<file path="config.mk">
export PLATFORM = sky130hd
export DESIGN_NAME = fmsp_serial_port
export DESIGN_NICKNAME = d
export VERILOG_FILES = /design/src/fmsp_pkg.sv /design/src/fmsp_serial_port.sv
export SDC_FILE = /design/constraint.sdc
export NUM_CORES = 1
export LEC_CHECK = 0
export ABC_AREA = 1
export BUFFER_PORTS_ARGS = -buffer_cell sky130_fd_sc_hd__buf_2
export CAP_MARGIN = 10
export CORE_MARGIN = 2
export CORE_UTILIZATION = 45
export CTS_CLUSTER_DIAMETER = 150
export DETAILED_ROUTE_END_ITERATION = 16
export PLACE_DENSITY = 0.75
export SYNTH_ARGS = -nofsm -noshare
export SYNTH_HDL_FRONTEND = slang
export SYNTH_SLANG_ARGS = --single-unit
</file>
<file path="constraint.sdc">
create_clock -name sys_clk_i -period 3.8 [get_ports sys_clk_i]
set_input_delay 0.57 -clock sys_clk_i [delete_from_list [all_inputs] [get_ports sys_clk_i]]
set_output_delay 0.57 -clock sys_clk_i [all_outputs]
set_load 0.05 [all_outputs]
</file>
<file path="src/fmsp_pkg.sv">
/*
 Shared constants and types of the four-mode serial port: register map,
 field positions, reset values, timing counts, states and the control layout.
 Assumes a 32-bit APB with byte addresses and one aligned word per register.
*/
package fmsp_pkg;
   // ************************************************
   // register map and reset values
   // ************************************************
   localparam int ADDR_W = 12;
   localparam logic [11:0] OFS_CTRL = 12'h098;
   localparam logic [11:0] OFS_BUF = 12'h09c;
   localparam logic [11:0] OFS_PWR = 12'h0a0;
   localparam logic [11:0] OFS_BAUD = 12'h0a4;
   localparam logic [11:0] OFS_RLD = 12'h0a8;
   localparam logic [7:0] CTRL_RST = 8'h00;
   localparam logic [7:0] PWR_RST = 8'h00;
   localparam logic [2:0] BSEL_RST = 3'h0;
   localparam logic [15:0] RLD_RST = 16'h0000;

   // ************************************************
   // field positions
   // ************************************************
   localparam int PWR_FES_BIT = 6;
   localparam int PWR_DBL_BIT = 7;
   localparam int BSEL_TX_BIT = 0;
   localparam int BSEL_RX_BIT = 1;
   localparam int BSEL_EXT_BIT = 2;

   // ************************************************
   // timing counts
   // ************************************************
   localparam logic [2:0] SYNC_PH_LAST = 3'h5; // six clocks per shift bit
   localparam logic [2:0] SYNC_PH_RISE = 3'h3;
   localparam logic [3:0] SYNC_BITS = 4'h7;
   localparam logic [3:0] OVS_LAST = 4'hf; // sixteen ticks per bit
   localparam logic [3:0] SMP_1 = 4'h6;
   localparam logic [3:0] SMP_2 = 4'h7;
   localparam logic [3:0] SMP_3 = 4'h8;
   localparam logic [3:0] LAST_M8 = 4'h9; // stop index, ten-bit frame
   localparam logic [3:0] LAST_M9 = 4'ha; // stop index, eleven-bit frame
   localparam logic [15:0] T2_TOP = 16'hffff;

   // ************************************************
   // types
   // ************************************************
   typedef enum logic [1:0] {
      MODE_SHIFT = 2'b00,
      MODE_UART8 = 2'b01,
      MODE_UART9F = 2'b10,
      MODE_UART9V = 2'b11
   } fmsp_mode_t;

   typedef enum logic [1:0] {
      TX_IDLE = 2'b00,
      TX_ASYNC = 2'b01,
      TX_SYNC = 2'b11
   } fmsp_tx_st_t;

   typedef enum logic {
      RX_IDLE = 1'b0,
      RX_ASYNC = 1'b1
   } fmsp_rx_st_t;

   typedef struct packed {
      logic mode_select_upper;
      logic mode_select_lower;
      logic multiproc_filter_enable;
      logic rx_enable;
      logic tx_ninth_bit;
      logic rx_ninth_bit;
      logic tx_done_flag;
      logic rx_done_flag;
   } fmsp_ctrl_t;
endpackage : fmsp_pkg

</file>
<file path="src/fmsp_serial_port.sv">
/*
 Four-mode serial port: shift-register mode, 8-bit and 9-bit UART modes,
 internal baud timer with reload, APB register slave.
 Assumes an APB master on sys_clk_i, a timer-1 overflow pulse on the same
 clock, and an outside wire resolving rxd from rxd_o and rxd_oe_o.
*/
// Functional notes
// - shift mode moves eight bits, LSB first
// - shift mode bit rate is clock/6
// - shift clock on transmit line both directions
// - 8-bit frame: start, eight data, stop
// - 8-bit mode stores stop bit in ninth
// - external timer clock: rate is overflow/16
// - internal timer: fosc/(16*(65536-reload))
// - 9-bit frame adds software ninth bit
// - mode 2 keeps ninth bit, ignores stop
// - mode 2 rate clock/16 or clock/32
// - mode 3 equals mode 2, variable rate
// - bit 7 is mode or frame error
// - frame error sticky until software write
// - mode bits decode into four modes
// - filter drops 9-bit frames with zero ninth
// - filter drops 8-bit frames with bad stop
// - receive only while receive enable set
// - transmit done set as the stop bit starts, shift mode after bit eight
// - receive done set at the stop bit vote, shift mode after bit eight
// - frame error shown only when selected
// - sixteen ticks per bit, majority of three
// - load only if done clear and filter passes
// - per direction timer 1 or timer 2
`timescale 1ns/1ps
module fmsp_serial_port
   import fmsp_pkg::*;
(
   // clock and reset
   input wire logic sys_clk_i,
   input wire logic rst_i,
   // apb slave
   input wire logic psel_i,
   input wire logic penable_i,
   input wire logic pwrite_i,
   input wire logic [ADDR_W-1:0] paddr_i,
   input wire logic [31:0] pwdata_i,
   input wire logic [3:0] pstrb_i,
   output logic [31:0] prdata_o,
   output logic pready_o,
   output logic pslverr_o,
   // baud sources
   input wire logic timer1_ovf_i,
   input wire logic timer_ext_count_pin_i,
   // serial pins
   input wire logic rxd_i,
   output logic rxd_o,
   output logic rxd_oe_o,
   output logic txd_o
);
   // ************************************************
   // helpers
   // ************************************************
   function automatic logic fmsp_maj3(input logic a, input logic b, input logic c);
      fmsp_maj3 = (a & b) | (a & c) | (b & c);
   endfunction : fmsp_maj3

   function automatic logic [3:0] fmsp_last_bit(input logic nine);
      fmsp_last_bit = nine ? LAST_M9 : LAST_M8;
   endfunction : fmsp_last_bit

   // ************************************************
   // state
   // ************************************************
   fmsp_ctrl_t ctl_q;
   logic fe_q;
   logic [7:0] buf_q;
   logic [7:0] pwr_q;
   logic [2:0] bsel_q;
   logic [15:0] rld_q;
   logic rdy_q;
   logic err_q;
   logic [31:0] rdat_q;
   logic [15:0] t2_q;
   logic t2_ovf_q;
   logic div_q;
   logic ext_m_q;
   logic ext_s_q;
   logic ext_p_q;
   logic rxd_m_q;
   logic rxd_s_q;
   logic rxd_p_q;
   fmsp_tx_st_t tx_st_q;
   logic [10:0] tsh_q;
   logic [3:0] tbit_q;
   logic [3:0] tos_q;
   logic [2:0] ph_q;
   logic sdir_q;
   fmsp_rx_st_t rx_st_q;
   logic [3:0] ros_q;
   logic [3:0] rbit_q;
   logic [9:0] rsh_q;
   logic [1:0] vote_q;
   logic txd_q;
   logic rxd_o_q;
   logic rxd_oe_q;

   // ************************************************
   // apb decode
   // ************************************************
   // one wait state; writes land only at the completing edge
   wire acc = psel_i & penable_i;
   wire setup_done = acc & ~rdy_q;
   wire hit_ctl = paddr_i == OFS_CTRL;
   wire hit_buf = paddr_i == OFS_BUF;
   wire hit_pwr = paddr_i == OFS_PWR;
   wire hit_bsel = paddr_i == OFS_BAUD;
   wire hit_rld = paddr_i == OFS_RLD;
   wire mapped = hit_ctl | hit_buf | hit_pwr | hit_bsel | hit_rld;
   wire wr_cmp = acc & rdy_q & pwrite_i;
   wire wr_lo = wr_cmp & pstrb_i[0];
   wire wr_ctl = wr_lo & hit_ctl;
   wire wr_buf = wr_lo & hit_buf;
   wire wr_pwr = wr_lo & hit_pwr;
   wire wr_bsel = wr_lo & hit_bsel;
   wire wr_rld_lo = wr_lo & hit_rld;
   wire wr_rld_hi = wr_cmp & pstrb_i[1] & hit_rld;
   wire fes = pwr_q[PWR_FES_BIT];
   wire dbl = pwr_q[PWR_DBL_BIT];
   // bit 7 shares mode and error roles
   wire [7:0] ctl_view = {fes ? fe_q : ctl_q.mode_select_upper, ctl_q[6:0]};
   wire [31:0] rd_mux = hit_ctl ? {24'h0, ctl_view} :
                        hit_buf ? {24'h0, buf_q} :
                        hit_pwr ? {24'h0, pwr_q} :
                        hit_bsel ? {29'h0, bsel_q} :
                        hit_rld ? {16'h0, rld_q} : 32'h0;

   // ************************************************
   // mode and baud ticks
   // ************************************************
   wire [1:0] mode_bits = {ctl_q.mode_select_upper, ctl_q.mode_select_lower};
   wire fmsp_mode_t mode = fmsp_mode_t'(mode_bits);
   wire m9 = mode_bits[1];
   wire [3:0] last = fmsp_last_bit(m9);
   // mode 2 tick every clock or every other clock
   wire m2_tk = dbl | div_q;
   wire tx_tk = (mode == MODE_UART9F) ? m2_tk :
                bsel_q[BSEL_TX_BIT] ? t2_ovf_q : timer1_ovf_i;
   wire rx_tk = (mode == MODE_UART9F) ? m2_tk :
                bsel_q[BSEL_RX_BIT] ? t2_ovf_q : timer1_ovf_i;
   // timer 2 counts clocks or falling pin edges
   wire t2_inc = bsel_q[BSEL_EXT_BIT] ? (ext_p_q & ~ext_s_q) : 1'b1;
   wire t2_top = t2_inc & (t2_q == T2_TOP);

   // ************************************************
   // transmit and shift engine decode
   // ************************************************
   // writes during a transfer are dropped, never queued
   wire tx_go = wr_buf & (tx_st_q == TX_IDLE);
   wire srx_go = (mode == MODE_SHIFT) & ctl_q.rx_enable & ~ctl_q.rx_done_flag &
                 (tx_st_q == TX_IDLE) & ~tx_go;
   wire a_bit_end = (tx_st_q == TX_ASYNC) & tx_tk & (tos_q == OVS_LAST);
   wire s_bit_end = (tx_st_q == TX_SYNC) & (ph_q == SYNC_PH_LAST);
   wire s_last = s_bit_end & (tbit_q == SYNC_BITS);
   wire a_stop_in = a_bit_end & (tbit_q == last - 4'h1);
   wire tx_evt = a_stop_in | (s_last & ~sdir_q);
   wire s_rx_load = s_last & sdir_q;
   wire s_smp = (tx_st_q == TX_SYNC) & (ph_q == SYNC_PH_RISE);

   // ************************************************
   // receive decode
   // ************************************************
   wire rx_fall = rxd_p_q & ~rxd_s_q;
   wire rx_start = (rx_st_q == RX_IDLE) & (mode != MODE_SHIFT) &
                   ctl_q.rx_enable & rx_fall;
   wire rx_vote = (rx_st_q == RX_ASYNC) & rx_tk & (ros_q == SMP_3);
   wire maj = fmsp_maj3(vote_q[1], vote_q[0], rxd_s_q);
   wire rx_false = rx_vote & (rbit_q == 4'h0) & maj;
   wire rx_final = rx_vote & (rbit_q == last);
   wire [9:0] rx_frame = {maj, rsh_q[9:1]};
   wire [7:0] rx_byte = m9 ? rx_frame[7:0] : rx_frame[8:1];
   wire rx_ninth = m9 ? rx_frame[8] : maj;
   // a full holding register or a failed filter loses the frame
   wire a_rx_load = rx_final & ~ctl_q.rx_done_flag &
                    (~ctl_q.multiproc_filter_enable | rx_ninth);
   wire fe_evt = rx_final & ~maj;
   wire rx_load = a_rx_load | s_rx_load;

   // ************************************************
   // apb answer
   // ************************************************
   // read data captured in the first access cycle, shown with pready
   always_ff @(posedge sys_clk_i or posedge rst_i) begin
      if (rst_i) begin
         rdy_q <= 1'b0;
         err_q <= 1'b0;
         rdat_q <= 32'h0;
      end else begin
         rdy_q <= setup_done;
         err_q <= setup_done & ~mapped;
         rdat_q <= (setup_done & ~pwrite_i) ? rd_mux : 32'h0;
      end
   end

   // ************************************************
   // software registers
   // ************************************************
   // hardware set wins over a same-cycle software clear
   always_ff @(posedge sys_clk_i or posedge rst_i) begin
      if (rst_i) begin
         ctl_q <= CTRL_RST;
         fe_q <= 1'b0;
         pwr_q <= PWR_RST;
         bsel_q <= BSEL_RST;
         rld_q <= RLD_RST;
         buf_q <= 8'h00;
      end else begin
         if (wr_ctl) begin
            ctl_q[6:2] <= pwdata_i[6:2];
            if (!fes) begin
               ctl_q.mode_select_upper <= pwdata_i[7];
            end
         end
         ctl_q.tx_done_flag <= tx_evt | (wr_ctl ? pwdata_i[1] : ctl_q.tx_done_flag);
         ctl_q.rx_done_flag <= rx_load | (wr_ctl ? pwdata_i[0] : ctl_q.rx_done_flag);
         if (a_rx_load) begin
            ctl_q.rx_ninth_bit <= rx_ninth;
         end
         fe_q <= fe_evt | ((wr_ctl & fes) ? pwdata_i[7] : fe_q);
         if (wr_pwr) begin
            pwr_q <= pwdata_i[7:0];
         end
         if (wr_bsel) begin
            bsel_q <= pwdata_i[2:0];
         end
         if (wr_rld_lo) begin
            rld_q[7:0] <= pwdata_i[7:0];
         end
         if (wr_rld_hi) begin
            rld_q[15:8] <= pwdata_i[15:8];
         end
         if (a_rx_load) begin
            buf_q <= rx_byte;
         end else if (s_rx_load) begin
            buf_q <= tsh_q[7:0];
         end
      end
   end

   // ************************************************
   // baud timer and synchronisers
   // ************************************************
   // reload on overflow gives 65536-reload clocks per tick
   always_ff @(posedge sys_clk_i or posedge rst_i) begin
      if (rst_i) begin
         t2_q <= 16'h0000;
         t2_ovf_q <= 1'b0;
         div_q <= 1'b0;
         ext_m_q <= 1'b0;
         ext_s_q <= 1'b0;
         ext_p_q <= 1'b0;
         rxd_m_q <= 1'b1;
         rxd_s_q <= 1'b1;
         rxd_p_q <= 1'b1;
      end else begin
         t2_q <= t2_top ? rld_q : t2_q + {15'h0, t2_inc};
         t2_ovf_q <= t2_top;
         div_q <= ~div_q;
         ext_m_q <= timer_ext_count_pin_i;
         ext_s_q <= ext_m_q;
         ext_p_q <= ext_s_q;
         rxd_m_q <= rxd_i;
         rxd_s_q <= rxd_m_q;
         rxd_p_q <= rxd_s_q;
      end
   end

   // ************************************************
   // transmitter and shift-register engine
   // ************************************************
   always_ff @(posedge sys_clk_i or posedge rst_i) begin
      if (rst_i) begin
         tx_st_q <= TX_IDLE;
         tsh_q <= 11'h7ff;
         tbit_q <= 4'h0;
         tos_q <= 4'h0;
         ph_q <= 3'h0;
         sdir_q <= 1'b0;
      end else begin
         case (tx_st_q)
            TX_IDLE: begin
               tbit_q <= 4'h0;
               tos_q <= 4'h0;
               ph_q <= 3'h0;
               if (tx_go && mode == MODE_SHIFT) begin
                  tsh_q <= {3'h7, pwdata_i[7:0]};
                  sdir_q <= 1'b0;
                  tx_st_q <= TX_SYNC;
               end else if (tx_go) begin
                  tsh_q <= {1'b1, m9 ? ctl_q.tx_ninth_bit : 1'b1, pwdata_i[7:0], 1'b0};
                  tx_st_q <= TX_ASYNC;
               end else if (srx_go) begin
                  tsh_q <= 11'h7ff;
                  sdir_q <= 1'b1;
                  tx_st_q <= TX_SYNC;
               end
            end
            TX_ASYNC: begin
               if (tx_tk) begin
                  tos_q <= tos_q + 4'h1;
               end
               if (a_bit_end) begin
                  if (tbit_q == last) begin
                     tx_st_q <= TX_IDLE;
                  end else begin
                     tsh_q <= {1'b1, tsh_q[10:1]};
                     tbit_q <= tbit_q + 4'h1;
                  end
               end
            end
            TX_SYNC: begin
               ph_q <= s_bit_end ? 3'h0 : ph_q + 3'h1;
               if (s_smp && sdir_q) begin
                  tsh_q[7:0] <= {rxd_s_q, tsh_q[7:1]};
               end
               if (s_bit_end && !sdir_q) begin
                  tsh_q <= {1'b1, tsh_q[10:1]};
               end
               if (s_bit_end) begin
                  tbit_q <= tbit_q + 4'h1;
               end
               if (s_last || (sdir_q && !ctl_q.rx_enable)) begin
                  tx_st_q <= TX_IDLE;
               end
            end
            default: begin
               tx_st_q <= TX_IDLE;
            end
         endcase
      end
   end

   // ************************************************
   // asynchronous receiver
   // ************************************************
   // counter restarts on the start edge to align with bit cells
   always_ff @(posedge sys_clk_i or posedge rst_i) begin
      if (rst_i) begin
         rx_st_q <= RX_IDLE;
         ros_q <= 4'h0;
         rbit_q <= 4'h0;
         rsh_q <= 10'h000;
         vote_q <= 2'h3;
      end else begin
         case (rx_st_q)
            RX_IDLE: begin
               ros_q <= 4'h0;
               rbit_q <= 4'h0;
               if (rx_start) begin
                  rx_st_q <= RX_ASYNC;
               end
            end
            RX_ASYNC: begin
               if (rx_tk) begin
                  ros_q <= ros_q + 4'h1;
               end
               if (rx_tk && (ros_q == SMP_1 || ros_q == SMP_2)) begin
                  vote_q <= {vote_q[0], rxd_s_q};
               end
               if (rx_vote) begin
                  rbit_q <= rbit_q + 4'h1;
                  if (!rx_final) begin
                     rsh_q <= rx_frame;
                  end
               end
               if (rx_false || rx_final || !ctl_q.rx_enable) begin
                  rx_st_q <= RX_IDLE;
               end
            end
            default: begin
               rx_st_q <= RX_IDLE;
            end
         endcase
      end
   end

   // ************************************************
   // pin drivers
   // ************************************************
   // shift clock idles high, low for the first half of each bit
   always_ff @(posedge sys_clk_i or posedge rst_i) begin
      if (rst_i) begin
         txd_q <= 1'b1;
         rxd_o_q <= 1'b1;
         rxd_oe_q <= 1'b0;
      end else begin
         txd_q <= (tx_st_q == TX_SYNC) ? (ph_q >= SYNC_PH_RISE) :
                  (tx_st_q == TX_ASYNC) ? tsh_q[0] : 1'b1;
         rxd_o_q <= (tx_st_q == TX_SYNC) ? tsh_q[0] : 1'b1;
         rxd_oe_q <= (tx_st_q == TX_SYNC) & ~sdir_q;
      end
   end

   assign prdata_o = rdat_q;
   assign pready_o = rdy_q;
   assign pslverr_o = err_q;
   assign txd_o = txd_q;
   assign rxd_o = rxd_o_q;
   assign rxd_oe_o = rxd_oe_q;
endmodule : fmsp_serial_port

</file>
== Word-level counts from Yosys, hierarchy flattened ==
Index checks and enable logic that the tools add are counted.

* Bits in registers: 135
* Bits in latches: 0
* RAM bits: 0
* Memory bits (read-only): 0
* Input bits: 56
* Output and inout bits: 37
* Word-level logic and storage cells: 243
* Memories: 0

* $add $sub $neg: 7
* Multipliers: 0
* Divide/modulo/power cells: 0
* Magnitude comparators: 1
* Eq/ne operators: 31
* Shift operators: 0
* Multiplexer cells: 60
* Bitwise operators: 73
* Reduce and logical (&&, ||, !) cells: 30

{| class="wikitable"
|+ Operators with widths
! kind !! number
|-
| $mux 16 || 7
|-
| $mux 11 || 6
|-
| $eq 12x8->1 const B || 5
|-
| $and 1x1->1 || 46
|-
| $pmux 11 s3 || 1
|-
| $mux 8 || 4
|-
| $mux 4 || 6
|-
| $pmux 4 s2 || 3
|-
| $mux 1 || 21
|-
| $add 16x1->16 || 1
|-
| $add 4x1->4 const B || 4
|-
| $eq 16x16->1 const B || 1
|-
| $mux 2 || 7
|-
| $ne 2x2->1 const B || 7
|-
| $not 1->1 || 14
|-
| $or 1x1->1 || 13
|-
| $eq 4x3->1 const B || 3
|-
| $eq 4x4->1 || 3
|-
| $pmux 4 s3 || 1
|-
| $reduce_bool 2->1 || 6
|-
| $reduce_and 5->1 || 2
|-
| $eq 4x4->1 const B || 2
|-
| $reduce_and 4->1 || 2
|-
| $ne 2x1->1 const B || 3
|-
| other kinds (21) || 34
|}

== Longest topological paths before layout ==
Gate-level depths: netlist of the first run.

* Word-level depth: 12
* Depth in mapped cells: 11
* Depth with buffers taken out: 11

== Least setup slack after synthesis of the first run ==
OpenSTA, ideal clock, no wires.

* Path kind: reg2reg
* Start point: register ext_s_q
* End point: register t2_q[12]
* Library setup time: 83 ps
* Data arrival time: 1956 ps
* Required time: 3717 ps
* Setup slack: 1762 ps
* Stages on the path, launching flop included: 11
* Buffers on the path: 0
* Period minus slack after synthesis: 2038 ps
* Path through: dfrtp_1 -> o21ai_0 -> ha_1 -> ha_1 -> inv_1 -> nor3_1 -> nand2_1 -> nor2_1 -> xor2_1 -> nand2_1 -> o21ai_0

* Word-level cells in the longest chain between the ends: 5
* Elaborated cells on any way between the ends: 6
* Classes of those cells: add/sub (1); mux (2); bitwise (3)

{| class="wikitable"
|+ Ends and longest elaborated chain
! element !! RTL line !! text
|-
| start, declared || fmsp_serial_port.sv:84 || <nowiki>logic ext_s_q;</nowiki>
|-
| start signal, assigned || fmsp_serial_port.sv:266 || <nowiki>ext_s_q <= ext_m_q;</nowiki>
|-
| $not 1->1 * || fmsp_serial_port.sv:148 || <nowiki>wire t2_inc = bsel_q[BSEL_EXT_BIT] ? (ext_p_q & ~ext_s_q) : 1'b1;</nowiki>
|-
| $and 1x1->1 * || fmsp_serial_port.sv:148 ||
|-
| $mux 1 * || fmsp_serial_port.sv:148 ||
|-
| $add 16x1->16 or $and 1x1->1 (tied branches) || fmsp_serial_port.sv:262, fmsp_serial_port.sv:149 ||
|-
| $mux 16 * || fmsp_serial_port.sv:262 || <nowiki>t2_q <= t2_top ? rld_q : t2_q + {15'h0, t2_inc};</nowiki>
|-
| end signal, assigned || fmsp_serial_port.sv:262 ||
|-
| end, declared || fmsp_serial_port.sv:80 || <nowiki>logic [15:0] t2_q;</nowiki>
|}

Every way passes the cells marked *; elsewhere a longest branch is shown, timed or not.
A chain may end at the register's enable or synchronous reset.

== Worst setup path in the final report of the first run ==
Ends and elaborated chain as after synthesis.

==> results of run 1 <==
-- cell type report --
type / count / area (µm²) / area share, %
Timing Repair Buffer: 59 / 310 / 3.80
Clock buffer: 22 / 454 / 5.56
Multi-Input combinational cell: 620 / 3170 / 38.8
Tap cell: 216 / 270 / 3.31
Inverter: 115 / 437 / 5.35
Clock inverter: 10 / 153 / 1.87
Sequential cell: 134 / 3380 / 41.3
-- where the power goes --
part / internal (mW) / leakage, nW / total [mW] / switching (mW)
Combinational: 0.297 / 1.94 / 0.906 / 0.610
Sequential: 1.68 / 1.71 / 1.86 / 0.173
Clock: 1.11 / 0.298 / 1.72 / 0.610
-- metrics by stage --
stage / hold slack, ns / utilization [%] / cell area (µm²)
after floorplan: 0.331 / - / 7210
final: 0.244 / 52.0 / 8170
after global placement: 0.346 / 48.1 / 7560
after global routing: 0.233 / 52.0 / 8170
after detailed placement: 0.347 / 48.1 / 7560
after CTS: 0.231 / 52.0 / 8170
-- placed cells by master, fill, tap and decap left out, types with 3 or more instances in the layout --
| cell | synthesis | final |
|---|---|---|
| xnor2_1 | 3 | 3 |
| nor2_1 | 53 | 53 |
| inv_1 | 114 | 113 |
| nand2_2 | 4 | 4 |
| xor2_1 | 8 | 8 |
| nand3b_1 | 7 | 7 |
| ha_1 | 16 | 16 |
| nor3_1 | 18 | 18 |
| o21ai_0 | 83 | 83 |
| nor2_2 | 3 | 3 |
| dfstp_2 | 18 | 18 |
| a31oi_1 | 4 | 4 |
| dfrtp_1 | 116 | 116 |
| clkbuf_1 | 5 | 4 |
| nand3_2 | 8 | 8 |
| nor2_4 | 6 | 6 |
| o211ai_1 | 5 | 5 |
| clkbuf_16 | 0 | 17 |
| o21ai_1 | 11 | 11 |
| a21oi_1 | 23 | 23 |
| o2111ai_1 | 3 | 3 |
| clkinv_2 | 1 | 6 |
| nand2_1 | 230 | 230 |
| buf_2 | 9 | 58 |
| conb_1 | 1 | 16 |
| nand4_1 | 26 | 26 |
| nand3_1 | 69 | 69 |
| bufinv_16 | 0 | 4 |
-- critical path: stages (launching register included) --
cell and delay, ns:
dfrtp_1 0.38, o21ai_0 0.45, ha_1 0.31, ha_1 0.21
inv_1 0.06, nor3_1 0.38, nand2_1 0.15, nor2_1 0.16
xor2_1 0.17, nand2_1 0.06, o21ai_0 0.09
-- synth_stat cells, types with 2 or more instances --
master       n  area, µm²
dfrtp_1    116       2900
nor2_2       3       18.8
a21oi_1     23        115
dfstp_2     18        473
nand3_2      8       80.1
nand4_1     26        163
nand2_4      2       22.5
clkbuf_1     5       18.8
nand2_2      4       25.0
o2111ai_1    3       26.3
nand3_1     69        345
xor2_1       8       70.1
nor3_1      18       90.1
xnor2_1      3       26.3
o21ai_1     11       55.1
buf_2        9       45.0
buf_4       19        143
o21ai_0     83        415
o22ai_1      2       12.5
nand2_1    230        863
nand3_4      2       35.0
inv_1      114        428
a31oi_1      4       25.0
ha_1        16        200
nor2_1      53        199
nand3b_1     7       52.6
or2_2        2       12.5
nor2_4       6       67.6
buf_6        2       22.5
o211ai_1     5       37.5
-- flip-flops by register name (all words and copies together), names as in the netlist, 2 cells and up --
| signal | cells |
|---|---|
| tos_q | 4 |
| tbit_q | 4 |
| rsh_q | 9 |
| buf_q | 8 |
| bsel_q | 3 |
| pwr_q | 8 |
| tx_st_q | 2 |
| prdata_o | 16 |
| t2_q | 16 |
| rbit_q | 4 |
| ph_q | 3 |
| ros_q | 4 |
| vote_q | 2 |
| rld_q | 16 |
| ctl_q | 7 |
| tsh_q | 11 |
-- routing by layer --
| layer | routed length, µm | vias up | share of wire, % | global-route usage (%) |
|---|---|---|---|---|
| li1 | - | 3002 | - | - |
| met1 | 7130 | 2897 | 42 | 25.8 |
| met2 | 8450 | 175 | 50 | 35.5 |
| met3 | 878 | 35 | 5.2 | 5.13 |
| met4 | 463 | 0 | 2.7 | 8.54 |
| met5 | 0 | - | 0 | 0 |
-- final timing paths --
kind	from	endpoint	slack, ns	cells past startpoint
setup / recovery	ext_s_q$_DFF_PP0_	t2_q[12]$_DFF_PP0_	1.28	10
hold / removal	rxd_i	rxd_m_q$_DFF_PP1_	0.24	1
setup reg to reg	ext_s_q$_DFF_PP0_	t2_q[12]$_DFF_PP0_	1.28	10
hold reg to reg	rxd_m_q$_DFF_PP1_	rxd_s_q$_DFF_PP1_	0.36	0
max in group asynchronous	rst_i	ph_q[2]$_DFFE_PP0P_	2.91	3
min in group asynchronous	rst_i	pready_o$_DFF_PP0_	0.32	3
-- logic make-up (layout without fill, tap and decap cells) --
logic type      after synthesis  after routing  share of synthesized area [%]
flops                       134            134                           47.2
compound gates              137            137                           10.3
buf+inv                     150            206                           9.26
simple gates                440            440                           29.0
other cells                   1             16                         0.0524
fa+ha+maj                    16             16                           2.80
xor+xnor                     11             11                           1.35
==> summary.md, run 1 <==
| Metric | Value |
|---|---|
| Status | `completed` |
| Crit path capture type | `register` |
| Max H-tree Level | `4` |
| Ys async rst share | `100%` |
| Final setup viols | `0` |
| Final slew viol count | `0` |
| Min-delay worst type | `in -> reg` |
| Worst slew pin tran | `0.747 ns` |
| Mapped Cells | `889` |
| # fillers | `roughly 1500` |
| Post-synthesis sequential area ratio | `47.2%` |
| Fmax | `397 MHz` |
| First DRT Iteration DRCs | `about 450` |
| Routed vias/inst | `5.19` |
| IO Count | `between 90 and 100` |
| Leakage power | `3.95 nW` |
| VDD IR max | `between 0.3 and 0.4 mV` |
| CTS max path bufs | `2` |
| Period minus WS final | `2.52 ns` |
| Initial antenna violation count | `0` |
| Postcts setup bufs | `0` |
| TNS Setup | `0 ns` |
| Largest net degree at the start of global routing | `about 140` |
| Period utilization | `between 60% and 70%` |
| CTS tree | `done` |
| Initial Util | `between 40% and 50%` |
| Pwr Total | `~4.5 mW` |
| Top FF cell, synth | `dfrtp_1` |
| Share of cells above drive strength 1 | `between 10% and 20%` |
| Worst Slack Setup Final | `roughly 1.3 ns` |
| Post-Place Setup Slack | `approximately 1.3 ns` |
| Residual DRC | `0` |
| GPL Wtd Cong | `0.906` |
| Final #Nets | `slightly above 1000` |
| FF+latch count, synth | `about 130` |
| Clock sink total | `134` |
| Antenna-violating nets left | `0` |
| Netlist cell types | `48` |
| Synthesized area | `roughly 0.0072 mm²` |
| Data arrival time of the critical path | `approximately 2.9 ns` |
| Global-route usage over all layers | `21.0%` |
| Die height | `around 130 µm` |
| Via count | `approximately 6000` |
| FP Rows | `46` |
| CP Max Fanout | `4` |
| Final Hold Fails | `0` |
| DP HPWL | `between 10000 and 15000 µm` |
| DIE AREA | `0.0169 mm²` |
| Hold Buf Count CTS | `0` |
| Worst endpoint required time | `slightly above 4 ns` |
| Via count of the first global-routing pass | `~5700` |
| Worst skew pair latency | `about 0.42 ns` |
| Worst slew margin | `50.0%` |
| Layout Cells excl Fill | `around 1200` |
| Remaining global-route overflow | `0` |
| Syn-to-layout area delta | `14.2%` |
| Die Width | `between 100 and 150 µm` |
| Placed insts | `1144` |
| Max Cap Viol | `0` |
| Antenna cells | `0` |
| Global-route wire length before repair | `roughly 27000 µm` |
| Pwr per Cell Area | `around 550 mW/mm²` |
| CP Class | `reg -> reg` |
| Post-synth EDFFs | `0` |
| Post-DR wirelength/cell | `approximately 14 µm` |
| Warnings, synthesis | `0` |
| Syn Area/Cell | `8.04 µm²` |
| Root Buffer | `clkbuf_16` |
| RSZ-0062 raised after global routing | `no` |
| Cts bufs inserted | `17` |
| Final wirelength | `16900 µm` |
| CTS resizes | `0` |
| Clock slew at reported path FFs | `around 0.060 ns` |
| Router iterations before antenna repair | `6` |
| Crit start category | `register` |
| Worst clock skew | `0.00616 ns` |
| Core box area | `between 0.015 and 0.02 mm²` |
| Buffers on Ports | `58` |
No activity file was read; power rests on OpenSTA's default activity.
==> run 2, diff against run 1 <==
--- a/config.mk
+++ b/config.mk
@@ -5,7 +5,7 @@
 export SDC_FILE = /design/constraint.sdc
 export NUM_CORES = 1
 export LEC_CHECK = 0
-export ABC_AREA = 1
+export ABC_AREA = 0
 export BUFFER_PORTS_ARGS = -buffer_cell sky130_fd_sc_hd__buf_2
 export CAP_MARGIN = 10
 export CORE_MARGIN = 2
==> constraint.sdc (replaced) <==
create_clock -name sys_clk_i -period 2.05 [get_ports sys_clk_i]
set_input_delay 0.3075 -clock sys_clk_i [delete_from_list [all_inputs] [get_ports sys_clk_i]]
set_output_delay 0.3075 -clock sys_clk_i [all_outputs]
set_load 0.05 [all_outputs]
==> summary.md, run 2 <==
| Metric | Value |
|---|---|
| Routed vias/inst | `between 5 and 6` |
| Max Cap Viol | `0` |
| Post-Synth Simple-Gate Area | `16.5%` |
| Crit path buffers/inverters | `2` |
| Data arrival time of the critical path | `approximately 2.4 ns` |
| Ys async rst share | `100%` |
| DP HPWL | `between 10000 and 15000 µm` |
| Synth Area in XOR/XNOR | `approximately 2.7%` |
| Antenna-violating nets left | `0` |
| Hold slack | `-0.00832 ns` |
| Most common cell after layout, fill and taps aside | `dfrtp_1` |
| Post-Place Setup Slack | `-0.0694 ns` |
| Psw | `2.43 mW` |
| Status | `finished with violations` |
| Internal power | `approximately 5.6 mW` |
| Min-delay worst type | `in -> async` |
| Final setup viols | `0` |
| Worst clock skew | `~0.0071 ns` |
| Final slew viol count | `0` |
| Main combinational cell family by area after synthesis | `simple AND/OR/NAND/NOR gates` |
| Leakage power | `~4 nW` |
| Post-synth top area share | `42.1%` |
| CP Class | `reg -> reg` |
| TNS Setup | `0 ns` |
| First DRT Iteration DRCs | `between 300 and 400` |
| Final wirelength | `approximately 16000 µm` |
| Buffers on Ports | `58` |
| Global-route wire length before repair | `27000 µm` |
| Post-synth EDFFs | `0` |
| CP startpoint | `m9$_DFFE_PP0P_` |
| FP Rows | `between 40 and 50` |
| CTS tree | `done` |
| Via count | `5165` |
| Commonest non-fill, non-tap cells in the layout | `114 x dfrtp_1, 58 x buf_2, 56 x mux2_2` |
| CP max-delay cell | `dfrtp_2` |
| Initial Util | `45.7%` |
| Leading cell types by count after synthesis | `116 x dfrtp_1, 56 x mux2_2, 46 x nor2_1` |
| Worst slew margin | `about three fifths` |
| CTS max path bufs | `2` |
| Combinational share of power | `about a quarter` |
| Max H-tree Level | `4` |
| Mux share of post-synthesis cell area | `between 15 and 20%` |
| Post-synthesis sequential area ratio | `between 40% and 50%` |
| Die Width | `between 100 and 150 µm` |
| GPL Wtd Cong | `0.942` |
| Final #Nets | `800` |
| Period minus WS final | `around 2.0 ns` |
| Clock slew at reported path FFs | `around 0.060 ns` |
| Worst endpoint required time | `between 2 and 2.5 ns` |
| Largest net degree at the start of global routing | `72` |
| Worst slew pin tran | `roughly 0.58 ns` |
| Worst skew pair latency | `approximately 0.43 ns` |
| RSZ-0062 raised after global routing | `yes` |
| Core box area | `0.0151 mm²` |
| Residual DRC | `0` |
| Pwr per Cell Area | `between 900 and 1000 mW/mm²` |
| Share of cells above drive strength 1 | `between 30% and 40%` |
| Synthesized area | `0.00690 mm²` |
| Via count of the first global-routing pass | `approximately 5400` |
| Period utilization | `98.7%` |
| Post-DR wirelength/cell | `17.5 µm` |
| Clock share of power | `about 38%` |
| R2r setup slk | `between 0.02 and 0.03 ns` |
| Crit start category | `register` |
| Top delay family on crit path | `simple AND/OR/NAND/NOR gates` |
| DIE AREA | `0.0163 mm²` |
| Compound-Gate Fraction of Synth Area | `just under 9%` |
| Antenna cells | `0` |
| Synth Area in Adders | `a little over 3%` |
| Area contributors post-synth | `dfrtp_1 42%, mux2_2 9.1%, dfstp_2 6.9%, mux2i_1 5.8%, ha_1 2.9%` |
| IO Count | `93` |
| Global-route usage over all layers | `between 20% and 30%` |
| Clock sink total | `around 130` |
| Mapped Cells | `618` |
| Worst Slack Setup Final | `about 0.026 ns` |
| Yosys top cell by area | `dfrtp_1` |
| Final core area utilization | `between 50% and 60%` |
| Syn-to-layout area delta | `21.0%` |
| Flop pwr share | `between 30% and 40%` |
| Launching point of the worst reg2reg path | `m9$_DFFE_PP0P_` |
| Cell Chain, Critical Path | `buf_4 -> or2_1 -> nor3b_2 -> a211oi_2 -> nor3_4 -> buf_12 -> mux2_2` |
| Fmax | `494 MHz` |
| Crit path capture type | `register` |
| Max incr delay on CP | `around 0.47 ns` |
| CP Capture Point | `tsh_q[2]$_DFFE_PP1P_` |
| Final Hold Fails | `3` |
| Cts bufs inserted | `17` |
| Count leader, synth | `dfrtp_1` |
| FF+latch count, synth | `around 130` |
| Root Buffer | `clkbuf_16` |
| CP Depth | `7` |
| Die height | `roughly 130 µm` |
| Sw Ratio | `a little under a third` |
| Remaining global-route overflow | `0` |
| Router iterations before antenna repair | `5` |
| VDD IR max | `about 0.54 mV` |
| Netlist cell types | `70` |
| Syn Area/Cell | `11.2 µm²` |
| Failing checks | `hold timing` |
| Warnings, synthesis | `0` |
| Reg2Reg Depth | `7` |
| Initial antenna violation count | `0` |
| Top FF cell, synth | `dfrtp_1` |
| Crit Reg-Reg Endpoint | `tsh_q[2]$_DFFE_PP1P_` |
| CP Max Fanout | `8` |
==> run 2: changes by cell type after synthesis, moves of 40 or more <==
| cell | before | now |
|---|---|---|
| nand2_1 | 230 | 45 |
| o21ai_0 | 83 | 18 |
| inv_1 | 114 | 18 |
| mux2i_1 | 0 | 40 |
| nand3_1 | 69 | 19 |
| mux2_2 | 0 | 56 |
==> run 2: cell families (layout without fill, tap and decap cells) <==
group                      count (synthesis)  in the layout
muxes                                     98             98
buffers and inverters                     56            164
and+or+nand+nor                          195            195
other                                      1             16
adders and majority gates                 17             17
AOI/OAI and AO/OA                         96             96
xor gates and xnor gates                  21             21
DFF                                      134            134
==> run 2: what timing repair did <==
action                     4_1_cts  5_1_grt
hold endpoints to repair         2        0
buffers inserted                 0        2
gates resized for setup          4        6
pin swaps                        0        3
setup endpoints to repair       29       22
hold buffers                     2        0
==> run 2: worst min path at each step <==
stage / start / end / cells after the start / slack (ns)
6_report: rst_i / prdata_o[13]$_DFF_PP0_ / 3 / -0.008
2_1_floorplan: rxd_i / rxd_m_q$_DFF_PP1_ / 0 / 0.31
3_3_place_gp: ext_m_q$_DFF_PP0_ / ext_s_q$_DFF_PP0_ / 0 / 0.34
3_5_place_dp: ext_m_q$_DFF_PP0_ / ext_s_q$_DFF_PP0_ / 0 / 0.34
5_1_grt: rst_i / prdata_o[13]$_DFF_PP0_ / 3 / 0.03
4_1_cts: rst_i / prdata_o[13]$_DFF_PP0_ / 3 / 0.008
==> run 2: final cells by class <==
cell class,instances,area [µm²]
Fill cell,1272,6740
Sequential cell,134,3380
Multi-Input combinational cell,443,3300
Timing Repair Buffer,114,778
Clock buffer,19,443
Tap cell,188,235
Clock inverter,13,149
Inverter,18,71.3
==> run 2: power groups by stage <==
stage | combinational, mW | clock [mW] | sequential, mW
after floorplan | 1.15 | 0 | 3.17
after global placement | 1.71 | 0 | 3.15
after detailed placement | 1.79 | 0 | 3.17
after CTS | 1.81 | 3.09 | 3.13
after global routing | 2.07 | 3.20 | 3.16
final | 1.89 | 3.03 | 3.14
==> run 2: routing by layer <==
metal	vias up	global-route usage [%]	part of all wire, %
met5	-	0	0
met4	0	11.9	3.6
met3	48	4.55	4.4
met2	158	35.6	50
met1	2561	25.3	42
li1	2398	-	-
==> run 2: through the flow <==
step	cell area [µm²]	power (mW)	cells
6_report	8350	8.06	929
5_1_grt	8350	8.43	929
4_1_cts	8320	8.03	927
3_5_place_dp	7690	4.96	893
3_3_place_gp	7690	4.87	893
2_1_floorplan	6960	4.32	633
==> run 2: worst reg2reg max path, stage by stage (launching register included) <==
cell and delay [ns]:
dfrtp_2 0.47, buf_4 0.18, or2_1 0.24, nor3b_2 0.25, a211oi_2 0.11, nor3_4 0.22, buf_12 0.15, mux2_2 0.34
==> run 3, diff against run 2 <==
--- a/config.mk
+++ b/config.mk
@@ -7,12 +7,11 @@
 export LEC_CHECK = 0
 export ABC_AREA = 0
 export BUFFER_PORTS_ARGS = -buffer_cell sky130_fd_sc_hd__buf_2
-export CAP_MARGIN = 10
 export CORE_MARGIN = 2
 export CORE_UTILIZATION = 45
 export CTS_CLUSTER_DIAMETER = 150
 export DETAILED_ROUTE_END_ITERATION = 16
-export PLACE_DENSITY = 0.75
+export PLACE_DENSITY = 0.67
 export SYNTH_ARGS = -nofsm -noshare
 export SYNTH_HDL_FRONTEND = slang
 export SYNTH_SLANG_ARGS = --single-unit
==> summary.md, run 3 (synthesized netlist as in run 2, its figures left out) <==
| Metric | Value |
|---|---|
| Worst endpoint required time | `~2.3 ns` |
| Final core area utilization | `a little under three fifths` |
| Root Buffer | `clkbuf_16` |
| Global-route usage over all layers | `between 20% and 30%` |
| Worst slew pin tran | `0.740 ns` |
| Clock slew at reported path FFs | `~0.060 ns` |
| Period utilization | `a little over nine tenths` |
| Status | `completed` |
| CTS max path bufs | `2` |
| Die height | `about 130 µm` |
| Antenna cells | `0` |
| Core box area | `0.0151 mm²` |
| Final #Nets | `between 800 and 900` |
| Final Hold Fails | `0` |
| Layout Cells excl Fill | `932` |
| Routed vias/inst | `5.49` |
| Placed insts | `896` |
| RSZ-0062 raised after global routing | `no` |
| IO Count | `just over 90` |
| Crit path capture type | `register` |
| FP Rows | `45` |
| Post-DR wirelength/cell | `around 18 µm` |
| Die Width | `around 130 µm` |
| Final slew viol count | `0` |
| Remaining global-route overflow | `0` |
| Final wirelength | `between 15000 and 20000 µm` |
| Share of cells above drive strength 1 | `34.5%` |
| DP HPWL | `around 12000 µm` |
| CP Class | `reg -> reg` |
| GPL Wtd Cong | `0.865` |
| Most common cell after layout, fill and taps aside | `dfrtp_1` |
| Residual DRC | `0` |
| Router iterations before antenna repair | `7` |
| DIE AREA | `0.0163 mm²` |
| Period minus WS final | `1.98 ns` |
| Syn-to-layout area delta | `22.2%` |
| Initial Util | `45.7%` |
| Pwr per Cell Area | `approximately 970 mW/mm²` |
| Hold slack | `~0.06 ns` |
| Via count of the first global-routing pass | `around 5200` |
| Max H-tree Level | `4` |
| CP Max Fanout | `5` |
| TNS Setup | `0 ns` |
| Antenna-violating nets left | `0` |
| Worst clock skew | `0.00653 ns` |
| Final setup viols | `0` |
| Initial antenna violation count | `0` |
| Max Cap Viol | `0` |
| CTS tree | `done` |
| Buffers on Ports | `between 50 and 60` |
| First DRT Iteration DRCs | `approximately 340` |
| Crit start category | `register` |
| Clock sink total | `134` |
| Min-delay worst type | `in -> async` |
| VDD IR max | `about 0.54 mV` |
| Via count | `slightly above 5000` |
| Commonest non-fill, non-tap cells in the layout | `114 x dfrtp_1, 58 x buf_2, 56 x mux2_2` |
| Leakage power | `4.02 nW` |
| Cts bufs inserted | `17` |
| Worst skew pair latency | `0.42 ns` |
| Largest net degree at the start of global routing | `135` |
| Pwr Total | `between 8 and 9 mW` |
| Data arrival time of the critical path | `about 2.3 ns` |
| Global-route wire length before repair | `approximately 26000 µm` |
| Worst slew margin | `50.7%` |
| Fmax | `506 MHz` |
-- run 3: changes by cell type in the layout (fill, tap and decap cells not counted), moves of 2 or more --
cell / change
mux2i_2: +2
clkinv_2: +2
ha_1: -2
mux2i_1: -2
buf_4: +3
-- run 3: path summary, 6_finish.rpt --
check                                   endpoint  depth (start not counted)  slack [ns]            startpoint
hold reg to reg                rxd_s_q$_DFF_PP1_                          0        0.35     rxd_m_q$_DFF_PP1_
setup reg to reg            buf_q[6]$_DFFE_PP0P_                          7        0.07  ros_q[0]$_DFFE_PP0P_
hold / removal              tos_q[3]$_DFFE_PP0P_                          3        0.06                 rst_i
max in group asynchronous  tbit_q[1]$_DFFE_PP0P_                          3        1.41                 rst_i
setup / recovery            buf_q[6]$_DFFE_PP0P_                          7        0.07  ros_q[0]$_DFFE_PP0P_
min in group sys_clk_i      rld_q[9]$_DFFE_PP0P_                          2        0.13           pwdata_i[9]
-- run 3: where the power goes --
part / internal (mW) / switching [mW] / leakage, nW
sequential: 2.93 / 0.205 / 1.70
combinational: 0.859 / 1.05 / 2.02
clock: 1.95 / 1.17 / 0.297
-- run 3: layout make-up --
cell class              instances  area, µm²
clock inverters                14        173
repair buffers                116        781
well taps                     188        235
flip-flops and latches        134       3380
multi-input cells             444       3360
clock buffers                  18        439
fillers                      1307       6660
inverters                      18       71.3
-- run 3: per-stage QoR --
stage,setup WS (ns),instance area (µm²)
detailed placement,-0.149,7700
global placement,-0.141,7700
global route,0.00379,8430
finish,0.0726,8430
floorplan,-0.0507,6960
CTS,0.00261,8350
-- run 3: repair_timing --
action	CTS	global route
buffers inserted	0	1
endpoints found under the setup margin	10	37
cloned	0	1
pin swaps	0	5
hold buffers	2	0
gates resized for setup	3	20
hold endpoints to repair	2	0
-- run 3: layer usage --
layer	track usage (%)	share of wire [%]
met5	0	0
met4	7.37	1.7
met3	4.17	4.3
met2	35.3	50
met1	26.1	44
-- run 3: worst max-delay path, cell delays in order, from the launching register on --
cell and delay, ns:
dfrtp_1 0.41, inv_2 0.10, ha_4 0.13, nand4b_1 0.12
a211o_1 0.27, or3_4 0.43, a21o_4 0.24, mux2i_2 0.16
